File: config.mk
export PLATFORM = sky130hd
export DESIGN_NAME = dual_interrupt_output_control
export DESIGN_NICKNAME = d
export VERILOG_FILES = /design/src/irq_ctrl_pkg.sv /design/src/dual_interrupt_output_control.sv
export SDC_FILE = /design/constraint.sdc
export NUM_CORES = 1
export LEC_CHECK = 0
export ABC_AREA = 1
export BUFFER_PORTS_ARGS = -buffer_cell sky130_fd_sc_hd__buf_2
export CORE_MARGIN = 1
export CORE_UTILIZATION = 58
export CTS_BUF_LIST = sky130_fd_sc_hd__clkbuf_4 sky130_fd_sc_hd__clkbuf_8
export CTS_CLUSTER_DIAMETER = 150
export DETAILED_ROUTE_END_ITERATION = 6
export GPL_ROUTABILITY_DRIVEN = 0
export GPL_TIMING_DRIVEN = 0
export PLACE_DENSITY_LB_ADDON = 0.15
export SYNTH_ARGS = -nofsm -noshare
export SYNTH_HDL_FRONTEND = slang
export SYNTH_SLANG_ARGS = --single-unit
File: constraint.sdc
create_clock -name sys_clk -period 2.3 [get_ports sys_clk]
set_input_delay 0 -clock sys_clk [delete_from_list [all_inputs] [get_ports sys_clk]]
set_output_delay 0 -clock sys_clk [all_outputs]
set_load 0.01 [all_outputs]
File: src/irq_ctrl_pkg.sv
// package: register map, field positions and timing for the dual interrupt output block
`default_nettype none
package irq_ctrl_pkg;
    localparam int ADDR_W = 8;
    // printed offsets (all but 0x30) are not word multiples: they are indices, byte address is four times
    localparam logic [7:0] IDX_LINE_ONE_SELECT = 8'h29;
    localparam logic [7:0] IDX_LINE_TWO_SELECT = 8'h2a;
    localparam logic [7:0] IDX_PIN_CONFIG = 8'h30;
    localparam logic [7:0] IDX_CORRECTION = 8'h31;
    localparam logic [7:0] IDX_FLAGS = 8'h32;
    localparam logic [7:0] IDX_STATUS = 8'h33;
    localparam logic [7:0] SELECT_RESET = 8'h00;
    localparam int BIT_LEVEL = 7;
    localparam int BIT_PERIODIC = 6;
    localparam int BIT_CORRECTION = 5;
    localparam int BIT_ALARM_FIRST = 4;
    localparam int BIT_ALARM_SECOND = 3;
    localparam int BIT_CAPTURE = 2;
    localparam int BIT_SUPPLY_SWAP = 1;
    localparam int BIT_DOG = 0;
    // pin function codes
    localparam logic [1:0] LINE_ONE_FN_IRQ = 2'h0;
    localparam logic [1:0] STAMP_FN_IRQ_TWO = 2'h2;
    localparam logic [1:0] PIN_FN_RESET = 2'h3;
    // correction schedule
    localparam int RUN_MINUTES = 8;
    localparam int SECONDS_PER_MINUTE = 60;
    localparam logic [7:0] CORR_RESET = 8'h00;
    // 128 Hz tick from 50 MHz
    localparam int CLK_HZ = 50_000_000;
    localparam int TICK_HZ = 128;
    localparam int TICK_CYCLES = CLK_HZ / TICK_HZ;
    localparam int SECOND_TICKS = TICK_HZ;

    typedef struct packed {
        logic periodic;
        logic alarm_first;
        logic alarm_second;
        logic capture;
        logic supply_swap;
        logic dog;
    } src_events_t;
endpackage : irq_ctrl_pkg
`default_nettype wire

File: src/dual_interrupt_output_control.sv
// dual interrupt output control with avalon slave and fast correction schedule
`default_nettype none
module dual_interrupt_output_control
    import irq_ctrl_pkg::*;
#(
    parameter int TICK_DIV = TICK_CYCLES
) (
    input wire logic sys_clk,
    input wire logic reset,
    input wire logic [ADDR_W-1:0] avs_address,
    input wire logic avs_read,
    input wire logic avs_write,
    input wire logic [31:0] avs_writedata,
    input wire logic [3:0] avs_byteenable,
    output logic [31:0] avs_readdata,
    output logic avs_waitrequest,
    output logic avs_response_err,
    input wire src_events_t src_events,
    input wire logic minute_tick,
    output logic correction_pulse,
    output logic event_monitor_bit,
    output logic irq_line_one_o,
    output logic irq_line_one_oe,
    output logic stamp_pin_o,
    output logic stamp_pin_oe
);
    logic [7:0] irq_line_one_select;
    logic [7:0] irq_line_two_select;
    logic [1:0] irq_line_one_pin_function;
    logic [1:0] stamp_pin_function;
    logic correction_rate_select;
    logic [7:0] correction_amount;
    logic [5:0] flags;
    logic ack;
    logic [31:0] rdata;
    logic err;
    logic [31:0] tick_cnt;
    logic tick;
    logic [2:0] minute_cnt;
    logic [7:0] sec_cnt;
    logic [7:0] pulses_left;
    logic run_active;
    logic [1:0] pulse_hold;
    logic [1:0] tick_seen;

    // index compare shared by the write strobes, the clear path and the error decode
    function automatic logic idx_is(input logic [7:0] a, input logic [7:0] b);
        return a == b;
    endfunction : idx_is

    // bus decode
    wire logic req = avs_read | avs_write;
    wire logic access = req & ~ack;
    wire logic [7:0] idx = avs_address[ADDR_W-1:2] == 6'h00 ? 8'h00 : {2'b00, avs_address[ADDR_W-1:2]};
    wire logic wr = avs_write & ack & avs_byteenable[0];
    wire logic hit_one = idx_is(idx, IDX_LINE_ONE_SELECT);
    wire logic hit_two = idx_is(idx, IDX_LINE_TWO_SELECT);
    wire logic hit_pin = idx_is(idx, IDX_PIN_CONFIG);
    wire logic hit_corr = idx_is(idx, IDX_CORRECTION);
    wire logic hit_flag = idx_is(idx, IDX_FLAGS);
    wire logic hit_stat = idx_is(idx, IDX_STATUS);
    wire logic mapped = hit_one | hit_two | hit_pin | hit_corr | hit_flag | hit_stat;

    // one waitstate: request taken at the edge where waitrequest is low
    // back-to-back requests each pay the same single wait cycle
    assign avs_waitrequest = req & ~ack;

    always_ff @(posedge sys_clk) begin
        if (reset) begin
            ack <= 1'b0;
        end else begin
            ack <= access;
        end
    end

    // readback words assembled once, picked by index below
    wire logic [4:0] pin_word = {correction_rate_select, stamp_pin_function, irq_line_one_pin_function};
    wire logic [11:0] status_word = {event_monitor_bit, run_active, correction_pulse, irq_line_one_o,
        stamp_pin_o, pulses_left[6:0]};

    always_comb begin
        rdata = 32'h0000_0000;
        case (idx)
            IDX_LINE_ONE_SELECT: begin
                rdata[7:0] = irq_line_one_select;
            end
            IDX_LINE_TWO_SELECT: begin
                rdata[7:0] = irq_line_two_select;
            end
            IDX_PIN_CONFIG: begin
                rdata[4:0] = pin_word;
            end
            IDX_CORRECTION: begin
                rdata[7:0] = correction_amount;
            end
            IDX_FLAGS: begin
                rdata[5:0] = flags;
            end
            IDX_STATUS: begin
                rdata[11:0] = status_word;
            end
            default: begin
                rdata = 32'h0000_0000;
            end
        endcase
    end

    // read data latched in the wait cycle so it stands from a flop when waitrequest drops
    always_ff @(posedge sys_clk) begin
        if (reset) begin
            avs_readdata <= 32'h0000_0000;
        end else if (access) begin
            avs_readdata <= rdata;
        end
    end
    assign avs_response_err = ack & ~mapped;
    assign err = avs_response_err;

    // write strobes: byte lane 0, accepting edge, mapped index only
    wire logic wr_ok = wr & ~err;
    wire logic wr_one = wr_ok & hit_one;
    wire logic wr_two = wr_ok & hit_two;
    wire logic wr_pin = wr_ok & hit_pin;
    wire logic wr_corr = wr_ok & hit_corr;

    always_ff @(posedge sys_clk) begin
        if (reset) begin
            irq_line_one_select <= SELECT_RESET;
        end else if (wr_one) begin
            irq_line_one_select <= avs_writedata[7:0];
        end
    end

    always_ff @(posedge sys_clk) begin
        if (reset) begin
            irq_line_two_select <= SELECT_RESET;
        end else if (wr_two) begin
            irq_line_two_select <= avs_writedata[7:0];
        end
    end

    always_ff @(posedge sys_clk) begin
        if (reset) begin
            irq_line_one_pin_function <= PIN_FN_RESET;
            stamp_pin_function <= PIN_FN_RESET;
            correction_rate_select <= 1'b0;
        end else if (wr_pin) begin
            irq_line_one_pin_function <= avs_writedata[1:0];
            stamp_pin_function <= avs_writedata[3:2];
            correction_rate_select <= avs_writedata[4];
        end
    end

    always_ff @(posedge sys_clk) begin
        if (reset) begin
            correction_amount <= CORR_RESET;
        end else if (wr_corr) begin
            correction_amount <= avs_writedata[7:0];
        end
    end

    // sticky flags: write one to clear, a new event wins over the clear
    wire logic [5:0] events = {src_events.periodic, src_events.alarm_first, src_events.alarm_second,
        src_events.capture, src_events.supply_swap, src_events.dog};
    wire logic [5:0] clr = (wr & hit_flag) ? avs_writedata[5:0] : 6'h00;

    // value the flags take at this edge, so an early pulse release sees the clear at once
    wire logic [5:0] next_flags = (flags & ~clr) | events;

    generate
        for (genvar f = 0; f < 6; f++) begin : g_flag
            always_ff @(posedge sys_clk) begin
                if (reset) begin
                    flags[f] <= 1'b0;
                end else if (events[f]) begin
                    flags[f] <= 1'b1;
                end else if (clr[f]) begin
                    flags[f] <= 1'b0;
                end
            end
        end
    endgenerate

    assign event_monitor_bit = |flags;

    // free-running 128 Hz tick, not aligned to any event
    // so a pulse lasts anywhere from one to two tick periods
    wire logic tick_wrap = tick_cnt >= 32'(TICK_DIV - 1);
    always_ff @(posedge sys_clk) begin
        if (reset) begin
            tick_cnt <= 32'h0000_0000;
        end else if (tick_wrap) begin
            tick_cnt <= 32'h0000_0000;
        end else begin
            tick_cnt <= tick_cnt + 32'h0000_0001;
        end
    end
    assign tick = tick_cnt == 32'(TICK_DIV - 1);

    // fast correction: magnitude pulses, one a second, from second 00 of every eighth minute
    // only the fast grid is scheduled; the slow four-hour grid is not built here
    typedef enum {RUN_IDLE, RUN_BUSY} run_state_t;
    run_state_t run_state;
    wire logic [7:0] magnitude = correction_amount[7] ? 8'(-correction_amount) : correction_amount;
    wire logic sec_wrap = sec_cnt == 8'(SECOND_TICKS - 1);
    wire logic minute_last = minute_cnt == 3'(RUN_MINUTES - 1);
    wire logic run_start = correction_rate_select & minute_tick & minute_last & (magnitude != 8'h00);
    wire logic run_last = pulses_left == 8'h00;
    wire logic [7:0] next_sec = sec_wrap ? 8'h00 : sec_cnt + 8'h01;

    assign run_active = run_state == RUN_BUSY;

    // minute count runs in both modes so a mode switch keeps the eight-minute grid
    always_ff @(posedge sys_clk) begin
        if (reset) begin
            minute_cnt <= 3'h0;
        end else if (minute_tick) begin
            minute_cnt <= minute_cnt + 3'h1;
        end
    end

    always_ff @(posedge sys_clk) begin
        if (reset) begin
            run_state <= RUN_IDLE;
            sec_cnt <= 8'h00;
            pulses_left <= 8'h00;
            correction_pulse <= 1'b0;
        end else begin
            correction_pulse <= 1'b0;
            case (run_state)
                RUN_IDLE: begin
                    if (run_start) begin
                        // first pulse at second 00, larger values spill into following minutes
                        run_state <= RUN_BUSY;
                        pulses_left <= magnitude - 8'h01;
                        sec_cnt <= 8'h00;
                        correction_pulse <= 1'b1;
                    end
                end
                RUN_BUSY: begin
                    if (~correction_rate_select) begin
                        run_state <= RUN_IDLE;
                    end else if (tick) begin
                        sec_cnt <= next_sec;
                        if (sec_wrap & run_last) begin
                            run_state <= RUN_IDLE;
                        end else if (sec_wrap) begin
                            pulses_left <= pulses_left - 8'h01;
                            correction_pulse <= 1'b1;
                        end
                    end
                end
                default: begin
                    run_state <= RUN_IDLE;
                end
            endcase
        end
    end

    // per-line trigger vector in select bit order 6..0
    wire logic [6:0] trig = {src_events.periodic, correction_pulse, src_events.alarm_first,
        src_events.alarm_second, src_events.capture, src_events.supply_swap, src_events.dog};
    wire logic [6:0] flag_vec = {flags[5], 1'b0, flags[4:0]};
    wire logic [6:0] next_flag_vec = {next_flags[5], 1'b0, next_flags[4:0]};

    // pulse hold: asserted with the trigger, released after the second 128 Hz tick
    genvar g;
    logic [1:0] line_active;
    generate
        for (g = 0; g < 2; g++) begin : g_line
            wire logic [7:0] sel = g == 0 ? irq_line_one_select : irq_line_two_select;
            wire logic [6:0] trig_on = trig & sel[6:0];
            wire logic [6:0] flags_on = flag_vec & sel[6:0];
            wire logic [6:0] next_on = next_flag_vec & sel[6:0];
            wire logic fire = |trig_on;
            wire logic level = |flags_on;
            // correction has no flag to clear, so its pulse always runs the full tick time
            wire logic flag_gone = ~|next_on & ~(sel[BIT_CORRECTION] & pulse_hold[g]);
            wire logic clear_now = (clr != 6'h00) & flag_gone;
            wire logic release_now = tick & tick_seen[g];

            always_ff @(posedge sys_clk) begin
                if (reset) begin
                    pulse_hold[g] <= 1'b0;
                    tick_seen[g] <= 1'b0;
                end else if (fire) begin
                    pulse_hold[g] <= 1'b1;
                    tick_seen[g] <= 1'b0;
                end else if (pulse_hold[g]) begin
                    if (release_now) begin
                        pulse_hold[g] <= 1'b0;
                    end
                    if (tick) begin
                        tick_seen[g] <= 1'b1;
                    end
                    // pulse dropped early when a flag clear write leaves no enabled flag set and the line does not select correction
                    if (clear_now) begin
                        pulse_hold[g] <= 1'b0;
                    end
                end
            end

            // pulse shows in the trigger cycle itself
            assign line_active[g] = sel[BIT_LEVEL] ? level : (fire | pulse_hold[g]);
        end
    endgenerate

    // line one open drain: drive low only, a released line rests on the host pull-up
    wire logic one_on = irq_line_one_pin_function == LINE_ONE_FN_IRQ;
    wire logic one_pull = one_on & line_active[0];
    assign irq_line_one_o = 1'b0;
    assign irq_line_one_oe = one_pull;

    // line two push-pull on stamp pin, high when idle
    // pin stays undriven until software selects the interrupt function
    wire logic two_on = stamp_pin_function == STAMP_FN_IRQ_TWO;
    wire logic two_low = line_active[1];
    assign stamp_pin_oe = two_on;
    assign stamp_pin_o = ~two_low;
endmodule : dual_interrupt_output_control
`default_nettype wire

=== Yosys cells after proc, flatten, opt, wreduce, memory -nomap -nowiden ===
Index checks and enable logic that the tools add are counted.

* Input bits: 55
* Word-level logic and storage cells: 177
* Bits in registers: 136

* Add/subtract/negate cells: 6
* Reductions and logical operators: 30
* Order comparisons: 1
* Mux-type cells: 51
* Eq/ne operators: 19
* Bitwise operators: 46

{| class="wikitable"
|+ Operator list
! operator !! number
|-
| $mux 32 || 4
|-
| $mux 8 || 10
|-
| $pmux 32 s2 || 1
|-
| $and 7x7->7 || 6
|-
| $reduce_or 7->1 || 6
|-
| $eq 6x6->1 const B || 6
|-
| $add 32x1->32 const B || 1
|-
| $eq 32x1->1 const B || 1
|-
| $eq 32x19->1 const B || 1
|-
| $eq 32x2->1 const B || 1
|-
| $ge 32x19->1 const B || 1
|-
| $logic_not 32->1 || 1
|-
| $pmux 8 s2 || 2
|-
| $pmux 5 s6 || 1
|-
| $mux 1 || 27
|-
| $and 1x1->1 || 23
|-
| $reduce_or 8->1 || 2
|-
| $sub 8x1->8 const B || 2
|-
| $reduce_bool 2->1 || 7
|-
| $mux 6 || 2
|-
| $ne 2x2->1 const B || 5
|-
| $add 8x1->8 const B || 1
|-
| $eq 8x7->1 const B || 1
|-
| $logic_not 8->1 || 1
|-
| 25 further kinds || 40
|}

=== Depth between registers and ports, before layout ===
Gate-level depths: netlist (run 1).

* Depth after elaboration: 16
* Gate-level depth with buffers: 17

=== Worst setup path before layout (run 1) ===
OpenSTA, ideal clock, no wires.

* Kind: register to register
* From: register correction_amount[0]
* To: register pulses_left[6]
* Path slack: 0.524 ns
* Arrival: 1.663 ns
* Stages on the path, launching flop included: 18
* Period minus slack after synthesis: 1.776 ns
* Library setup time: 0.113 ns
* Buffers on the path: 0
* Cell sequence: dfxtp_1 > inv_1 > ha_1 > nand2_1 > nand2_1 > nand2_1 > nand2_1 > inv_1 > ha_1 > inv_1 > nor2_1 > nand2_1 > nor2_1 > nand2_1 > nand2_1 > nand3_1 > nand2_1 > nor2_1

* Cells in the longest elaborated chain, start to end: 6
* Elaborated cells on any way between the ends: 9

{| class="wikitable"
|+ Ends and longest elaborated chain
! what !! line !! text
|-
| start, declared || dual_interrupt_output_control.sv:32 || <nowiki>logic [7:0] correction_amount;</nowiki>
|-
| start signal, assigned || dual_interrupt_output_control.sv:158 || <nowiki>correction_amount <= avs_writedata[7:0];</nowiki>
|-
| $neg 8->8 || dual_interrupt_output_control.sv:204 || <nowiki>wire logic [7:0] magnitude = correction_amount[7] ? 8'(-correction_amount) : correction_amount;</nowiki>
|-
| $mux 8 (*) || dual_interrupt_output_control.sv:204 ||
|-
| branches (longest 4 deep; another with $sub 8x1->8) || - ||
|-
| end signal, assigned || dual_interrupt_output_control.sv:235 || <nowiki>pulses_left <= magnitude - 8'h01;</nowiki>
|-
| end signal, assigned || dual_interrupt_output_control.sv:248 || <nowiki>pulses_left <= pulses_left - 8'h01;</nowiki>
|-
| end, declared || dual_interrupt_output_control.sv:41 || <nowiki>logic [7:0] pulses_left;</nowiki>
|}

Mark *: on every way between the ends. The select of a mux whose other input is x is not followed.
A chain may end at the register's enable or synchronous reset.

=== Worst setup path in the final report (run 1) ===
* From: register correction_amount[0]
* To: register sec_cnt[1]

* Cells in the longest elaborated chain, start to end: 6

{| class="wikitable"
|+ Ends and longest elaborated chain
! what !! line !! text
|-
| $neg 8->8 || dual_interrupt_output_control.sv:204 ||
|-
| $mux 8 (*) || dual_interrupt_output_control.sv:204 ||
|-
| $reduce_bool 8->1 (*) || dual_interrupt_output_control.sv:207 || <nowiki>wire logic run_start = correction_rate_select & minute_tick & minute_last & (magnitude != 8'h00);</nowiki>
|-
| $and 1x1->1 (*) || dual_interrupt_output_control.sv:207 ||
|-
| $ne 2x2->1 (no line) (*) || - ||
|-
| $reduce_and 4->1 (no line) (*) || - ||
|-
| end signal, assigned || dual_interrupt_output_control.sv:244 || <nowiki>sec_cnt <= next_sec;</nowiki>
|-
| end, declared || dual_interrupt_output_control.sv:40 || <nowiki>logic [7:0] sec_cnt;</nowiki>
|}

Every way passes the cells marked *; elsewhere a longest branch is shown, timed or not.

==> impl_metrics.json, run 1 <==
{
  "synth-seq-cells": 104,
  "fin_skew_ps": 16.49,
  "drtAntennaViolNets": 0,
  "synth_enable_flop_cells": 0,
  "timing.rr.end": "sec_cnt[1]$_SDFFE_PP0P_",
  "worst_pin_slew_ps": 763.7,
  "cts_num_sinks": 104,
  "rsz0062_at_grt": "false",
  "ys_types": 46,
  "htreeDepth": 3,
  "antennaDiodeCount": 0,
  "antenna_found_initial": 0,
  "min_path_type": "in2reg",
  "synth_area_um2": 5415,
  "postCtsSetupBuffers": 0,
  "reg2reg_slack_ps": 240,
  "io_pins": 95,
  "cp_max_fo": 9,
  "cts_buffer_depth": 2,
  "routed_wl_um": 14120,
  "overflow": 0,
  "via_count": 5445,
  "hold_slack_ps": 21.65,
  "core_um2": 8891,
  "async_flop_share": 0,
  "required_ps": 2560,
  "p_comb_frac": 0.081,
  "setup_tns_ps": 0,
  "ir_drop_uv": 381.2,
  "first_pass_iters": 5,
  "power.leakage_nw": 2.747,
  "grt_first_pass_wirelength_um": 22950,
  "fp.dieH_um": 98.63,
  "timing.rr.start": "correction_amount[0]$_SDFFE_PP0P_",
  "die_w_um": 98.63,
  "layout_common_cells": "159 x nand2_1, 104 x dfxtp_1, 101 x inv_1",
  "holdCritStartpoint": "avs_writedata[4]",
  "cts_buffers": 9,
  "whs_path_depth": 3,
  "syn_area_per_cell_um2": 6.960,
  "clk_latency_ps": 380,
  "layout_commonest_cell": "nand2_1",
  "worstHoldEndpoint": "g_line[1].sel[4]$_SDFFE_PP0P_",
  "syn_inst": 778,
  "start_util": 0.6091,
  "post_drt_wl_per_cell_um": 14.22,
  "layout.nets": 942,
  "endpoint_kind": "register",
  "fillers": 736,
  "io_buffers": 43,
  "cts_tree": "done",
  "max_freq_ghz": 0.4856,
  "root_buffer": "clkbuf_8",
  "hold_viol_final": 0,
  "period_share": 0.8954,
  "crit_path_start_kind": "register",
  "p_sw_mw": 0.8973,
  "grt_util_all_layers": 0.2971,
  "dp_hpwl_um": 10790,
  "row_count": 34,
  "slew-limit-headroom": 0.4881,
  "reg2reg_depth": 14,
  "status": "completed",
  "p_int_mw": 2.367,
  "finalPower_mw": 3.265,
  "grt_max_degree": 21,
  "drive_gt1_frac": 0.1401,
  "clk_transition_reported_paths_ps": 120,
  "slew_viol_final": 0,
  "arrival_ps": 2320,
  "multi_input_area_um2": 2789,
  "yosysWarningCount": 0,
  "powerDensity_nw_per_um2": 524.3,
  "switching_share": 0.2749,
  "drtIter0Drc": 465,
  "grt_pass1_vias": 5007,
  "pwr-share-seq": 0.568,
  "area_growth_pct": 14.97,
  "ys_seq_area_frac": 0.3845,
  "critPathKind": "reg2reg",
  "maxCapViolCount": 0,
  "clkPwrFrac": 0.350,
  "register_area_um2": 2082,
  "fp.dieArea_um2": 9727,
  "drc": 0,
  "synthFlopType": "dfxtp_1",
  "post_cts_resized": 0,
  "setup_viol": 0,
  "viasPerCell": 5.483,
  "period_needed_ps": 2059
}
state kept, by name, summed over array words and instances (netlist names):
signal / cells
tick_cnt: 32
g_line.sel: 16
avs_readdata: 11
correction_amount: 8
pulses_left: 8
sec_cnt: 8
flag_vec: 6
minute_cnt: 3
irq_line_one_pin_function: 2
pulse_hold: 2
stamp_pin_function: 2
tick_seen: 2
ack: 1
correction_pulse: 1
correction_rate_select: 1
run_state: 1
timing repair:
item	CTS	global route
setup endpoints to repair	0	0
hold buffers	14	0
endpoints found under the hold margin	21	0
final cells by class:
cell class,instances,share of cell area
Buffer,43,0.04642
Clock buffer,9,0.01990
Clock inverter,7,0.01105
Inverter,102,0.06150
Multi-Input combinational cell,563,0.4479
Sequential cell,104,0.3344
Tap cell,108,0.02170
Timing Repair Buffer,57,0.05707
power by group through the flow:
stage	logic [mW]	clock network (mW)	registers, mW
2_1_floorplan	0.152	0	1.89
3_3_place_gp	0.233	0	1.89
3_5_place_dp	0.237	0	1.90
4_1_cts	0.257	1.16	1.85
5_1_grt	0.291	1.23	1.86
6_report	0.265	1.14	1.86
through the flow:
step | instance area (um2) | setup slack (ps) | std cells | utilization
2_1_floorplan | 5543 | 524.1 | 812 | -
3_3_place_gp | 5893 | 338.6 | 963 | 0.6628
3_5_place_dp | 5893 | 276.8 | 963 | 0.6628
4_1_cts | 6226 | 275.0 | 993 | 0.7003
5_1_grt | 6226 | 34.87 | 993 | 0.7003
6_report | 6226 | 240.7 | 993 | 0.7003
synth_stat cells (all sizes together), types with 5 or more instances:
cell type / instances / area share
nor2: 82 / 0.061
clkbuf: 8 / 0.0055
buf: 35 / 0.048
nand3: 66 / 0.064
o22ai: 12 / 0.014
nor3: 19 / 0.022
o21ai: 53 / 0.050
ha: 7 / 0.016
a31oi: 5 / 0.0058
inv: 102 / 0.071
dfxtp: 104 / 0.38
a21oi: 72 / 0.069
nand2: 167 / 0.12
o211ai: 7 / 0.0097
nand4: 5 / 0.0085
xor2: 5 / 0.0081
worst max-delay path by stage:
stage | startpoint | end | depth (start not counted) | slack [ps]
after CTS | correction_amount[0]$_SDFFE_PP0P_ | sec_cnt[1]$_SDFFE_PP0P_ | 14 | 270
after detailed placement | correction_amount[0]$_SDFFE_PP0P_ | sec_cnt[1]$_SDFFE_PP0P_ | 15 | 280
final | correction_amount[0]$_SDFFE_PP0P_ | sec_cnt[1]$_SDFFE_PP0P_ | 14 | 240
after floorplan | correction_amount[0]$_SDFFE_PP0P_ | pulses_left[6]$_SDFFE_PP0P_ | 17 | 520
after global placement | correction_amount[0]$_SDFFE_PP0P_ | sec_cnt[1]$_SDFFE_PP0P_ | 14 | 340
after global routing | correction_amount[1]$_SDFFE_PP0P_ | pulses_left[6]$_SDFFE_PP0P_ | 16 | 30
layer usage:
layer | track usage | wire, um
met1 | 0.3684 | 6061
met2 | 0.4919 | 6338
met3 | 0.06241 | 1203
met4 | 0.1481 | 517
met5 | 0 | 0
logic make-up (layout without fill, tap and decap cells):
group	after synthesis	in the layout	synth area share
AOI/OAI and AO/OA	163	163	0.1698
DFF	104	104	0.3845
and+or+nand+nor	349	349	0.2902
adders and majority gates	7	7	0.01617
buffers and inverters	145	218	0.1241
xor gates and xnor gates	9	9	0.01456
other	1	35	0.0006925
worst max-delay path, cell delays in order (launching register included):
cell	delay (ps)
dfxtp_1	350
inv_1	130
ha_1	310
nand2_1	90
nand3_1	80
a21oi_1	140
nand3_1	80
nor2_1	90
nand2_1	100
nand2_4	140
nand2_2	80
nand2_1	170
nand2_1	80
nand2_1	70
nor2_1	30
Note: power is estimated with default switching activity, not from simulation.
==> run 2: changes to the inputs <==
PLACE_DENSITY_LB_ADDON = 0.1   (was 0.15)
==> run 2 against run 1 <==
Effect of this change:
- clock skew fell by 1.6 ps
- the flow now finishes with violations (design-rule violations)
- non-clock buffer count did not move
- critical path depth rose by 1
- register-to-register slack improved by 20 ps
- via count rose by 1.8%
- largest cell class unchanged
==> impl_metrics.json, run 2 (synthesis gave the netlist of run 1 again) <==
{
  "fin_skew_ps": 14.85,
  "rsz0062_at_grt": "false",
  "finalPower_mw": 3.327,
  "top_register": "tick_cnt",
  "area_growth_pct": 15.27,
  "antenna_found_initial": 0,
  "period_needed_ps": 2039,
  "drive_gt1_frac": 0.1401,
  "grt_pass1_vias": 5111,
  "powerDensity_nw_per_um2": 533.0,
  "post-route-cell-area_um2": 6242,
  "row_count": 34,
  "layout_commonest_cell": "nand2_1",
  "endpoint_kind": "register",
  "cts_tree": "done",
  "final_util": 0.7021,
  "drc": 1,
  "min_path_type": "in2reg",
  "power.leakage_nw": 2.753,
  "placed_cells": 963,
  "crit_path_start_kind": "register",
  "grt_util_all_layers": 0.3035,
  "critPathKind": "reg2reg",
  "arrival_ps": 2280,
  "violations": "design-rule violations",
  "viasPerCell": 5.583,
  "fillers": 758,
  "hold_viol_final": 0,
  "fp.dieH_um": 98.63,
  "max_freq_ghz": 0.4905,
  "period_share": 0.8865,
  "status": "finished, violations left",
  "grt_max_degree": 20,
  "first_pass_iters": 7,
  "post_cts_resized": 0,
  "maxCapViolCount": 0,
  "final_cells": 993,
  "largest_reg_flops": 32,
  "slew_viol_final": 0,
  "clk_transition_reported_paths_ps": 110,
  "grt_first_pass_wirelength_um": 23580,
  "clk_latency_ps": 380,
  "io_buffers": 43,
  "core_um2": 8891,
  "setup_viol": 0,
  "ir_drop_uv": 352.2,
  "multi_input_area_um2": 2789,
  "cp_max_fo": 9,
  "layout_common_cells": "159 x nand2_1, 104 x dfxtp_1, 101 x inv_1",
  "drtIter0Drc": 446,
  "fp.dieArea_um2": 9727,
  "cts_num_sinks": 104,
  "worst_pin_slew_ps": 778.4,
  "holdBufCountCts": 14,
  "post_drt_wl_per_cell_um": 14.36,
  "via_count": 5544,
  "cts_buffers": 9,
  "required_ps": 2540,
  "layout.nets": 942,
  "setup_tns_ps": 0,
  "register_area_um2": 2082,
  "htreeDepth": 3,
  "overflow": 0,
  "slew-limit-headroom": 0.4783,
  "routed_wl_um": 14260,
  "postCtsSetupBuffers": 0,
  "start_util": 0.6091,
  "io_pins": 95,
  "antennaDiodeCount": 0,
  "root_buffer": "clkbuf_8",
  "dp_hpwl_um": 10870,
  "place_area_um2": 5893,
  "drtAntennaViolNets": 0,
  "die_w_um": 98.63,
  "cts_buffer_depth": 2
}
## run 2: cell count changes in the layout (fill, tap and decap cells not counted)
| cell | delta |
|---|---|
| bufinv_16 | +1 |
| inv_8 | -2 |
| inv_6 | +1 |
## run 2: cell type report
type,count,share of cell area
plain buffers,43,0.04630
clock buffers,9,0.01984
clock inverters,7,0.01363
inverters,102,0.06133
multi-input cells,563,0.4468
flip-flops and latches,104,0.3335
well taps,108,0.02165
repair buffers,57,0.05693
## run 2: worst max-delay path, cell delays in order, from the launching register on
cell     delay (ps)
dfxtp_1         330
inv_1           180
ha_1            240
inv_1            70
nand2_1          60
nand2_1          60
a21oi_1         120
nand3_1          90
nor2_1           90
nand2_1         120
nand2_4         160
nand2_2          90
nand2_1         150
nand2_1          70
nand2_1          60
nor2_1           30
## run 2: stage by stage
step / hold WS (ps) / worst slack (ps)
after global placement: 283.1 / 337.1
after detailed placement: 289.8 / 291.8
after CTS: 16.24 / 285.1
final: 32.98 / 261.1
after floorplan: 113.2 / 524.1
after global routing: 23.54 / 28.52
## run 2: where the power goes
part           internal [mW]  leakage [nW]  switching, mW
clock                  0.527         0.107          0.678
sequential              1.83         0.847         0.0201
combinational          0.104          1.80          0.164
## run 2: path summary, 6_finish.rpt
kind,start,to,slack [ps],depth (start not counted)
setup / recovery,correction_amount[0]$_SDFFE_PP0P_,sec_cnt[1]$_SDFFE_PP0P_,260,15
setup reg to reg,correction_amount[0]$_SDFFE_PP0P_,sec_cnt[1]$_SDFFE_PP0P_,260,15
hold reg to reg,tick_seen[1]$_SDFFE_PP0P_,tick_seen[1]$_SDFFE_PP0P_,460,2
hold / removal,avs_writedata[4],g_line[1].sel[4]$_SDFFE_PP0P_,30,3
## run 2: per-layer routing
metal / global-route usage / share of wire / vias to the layer above
met5: 0 / 0 / -
li1: - / - / 2697
met4: 0.1355 / 0.039 / 0
met2: 0.5027 / 0.45 / 332
met1: 0.3823 / 0.42 / 2450
met3: 0.06383 / 0.092 / 65
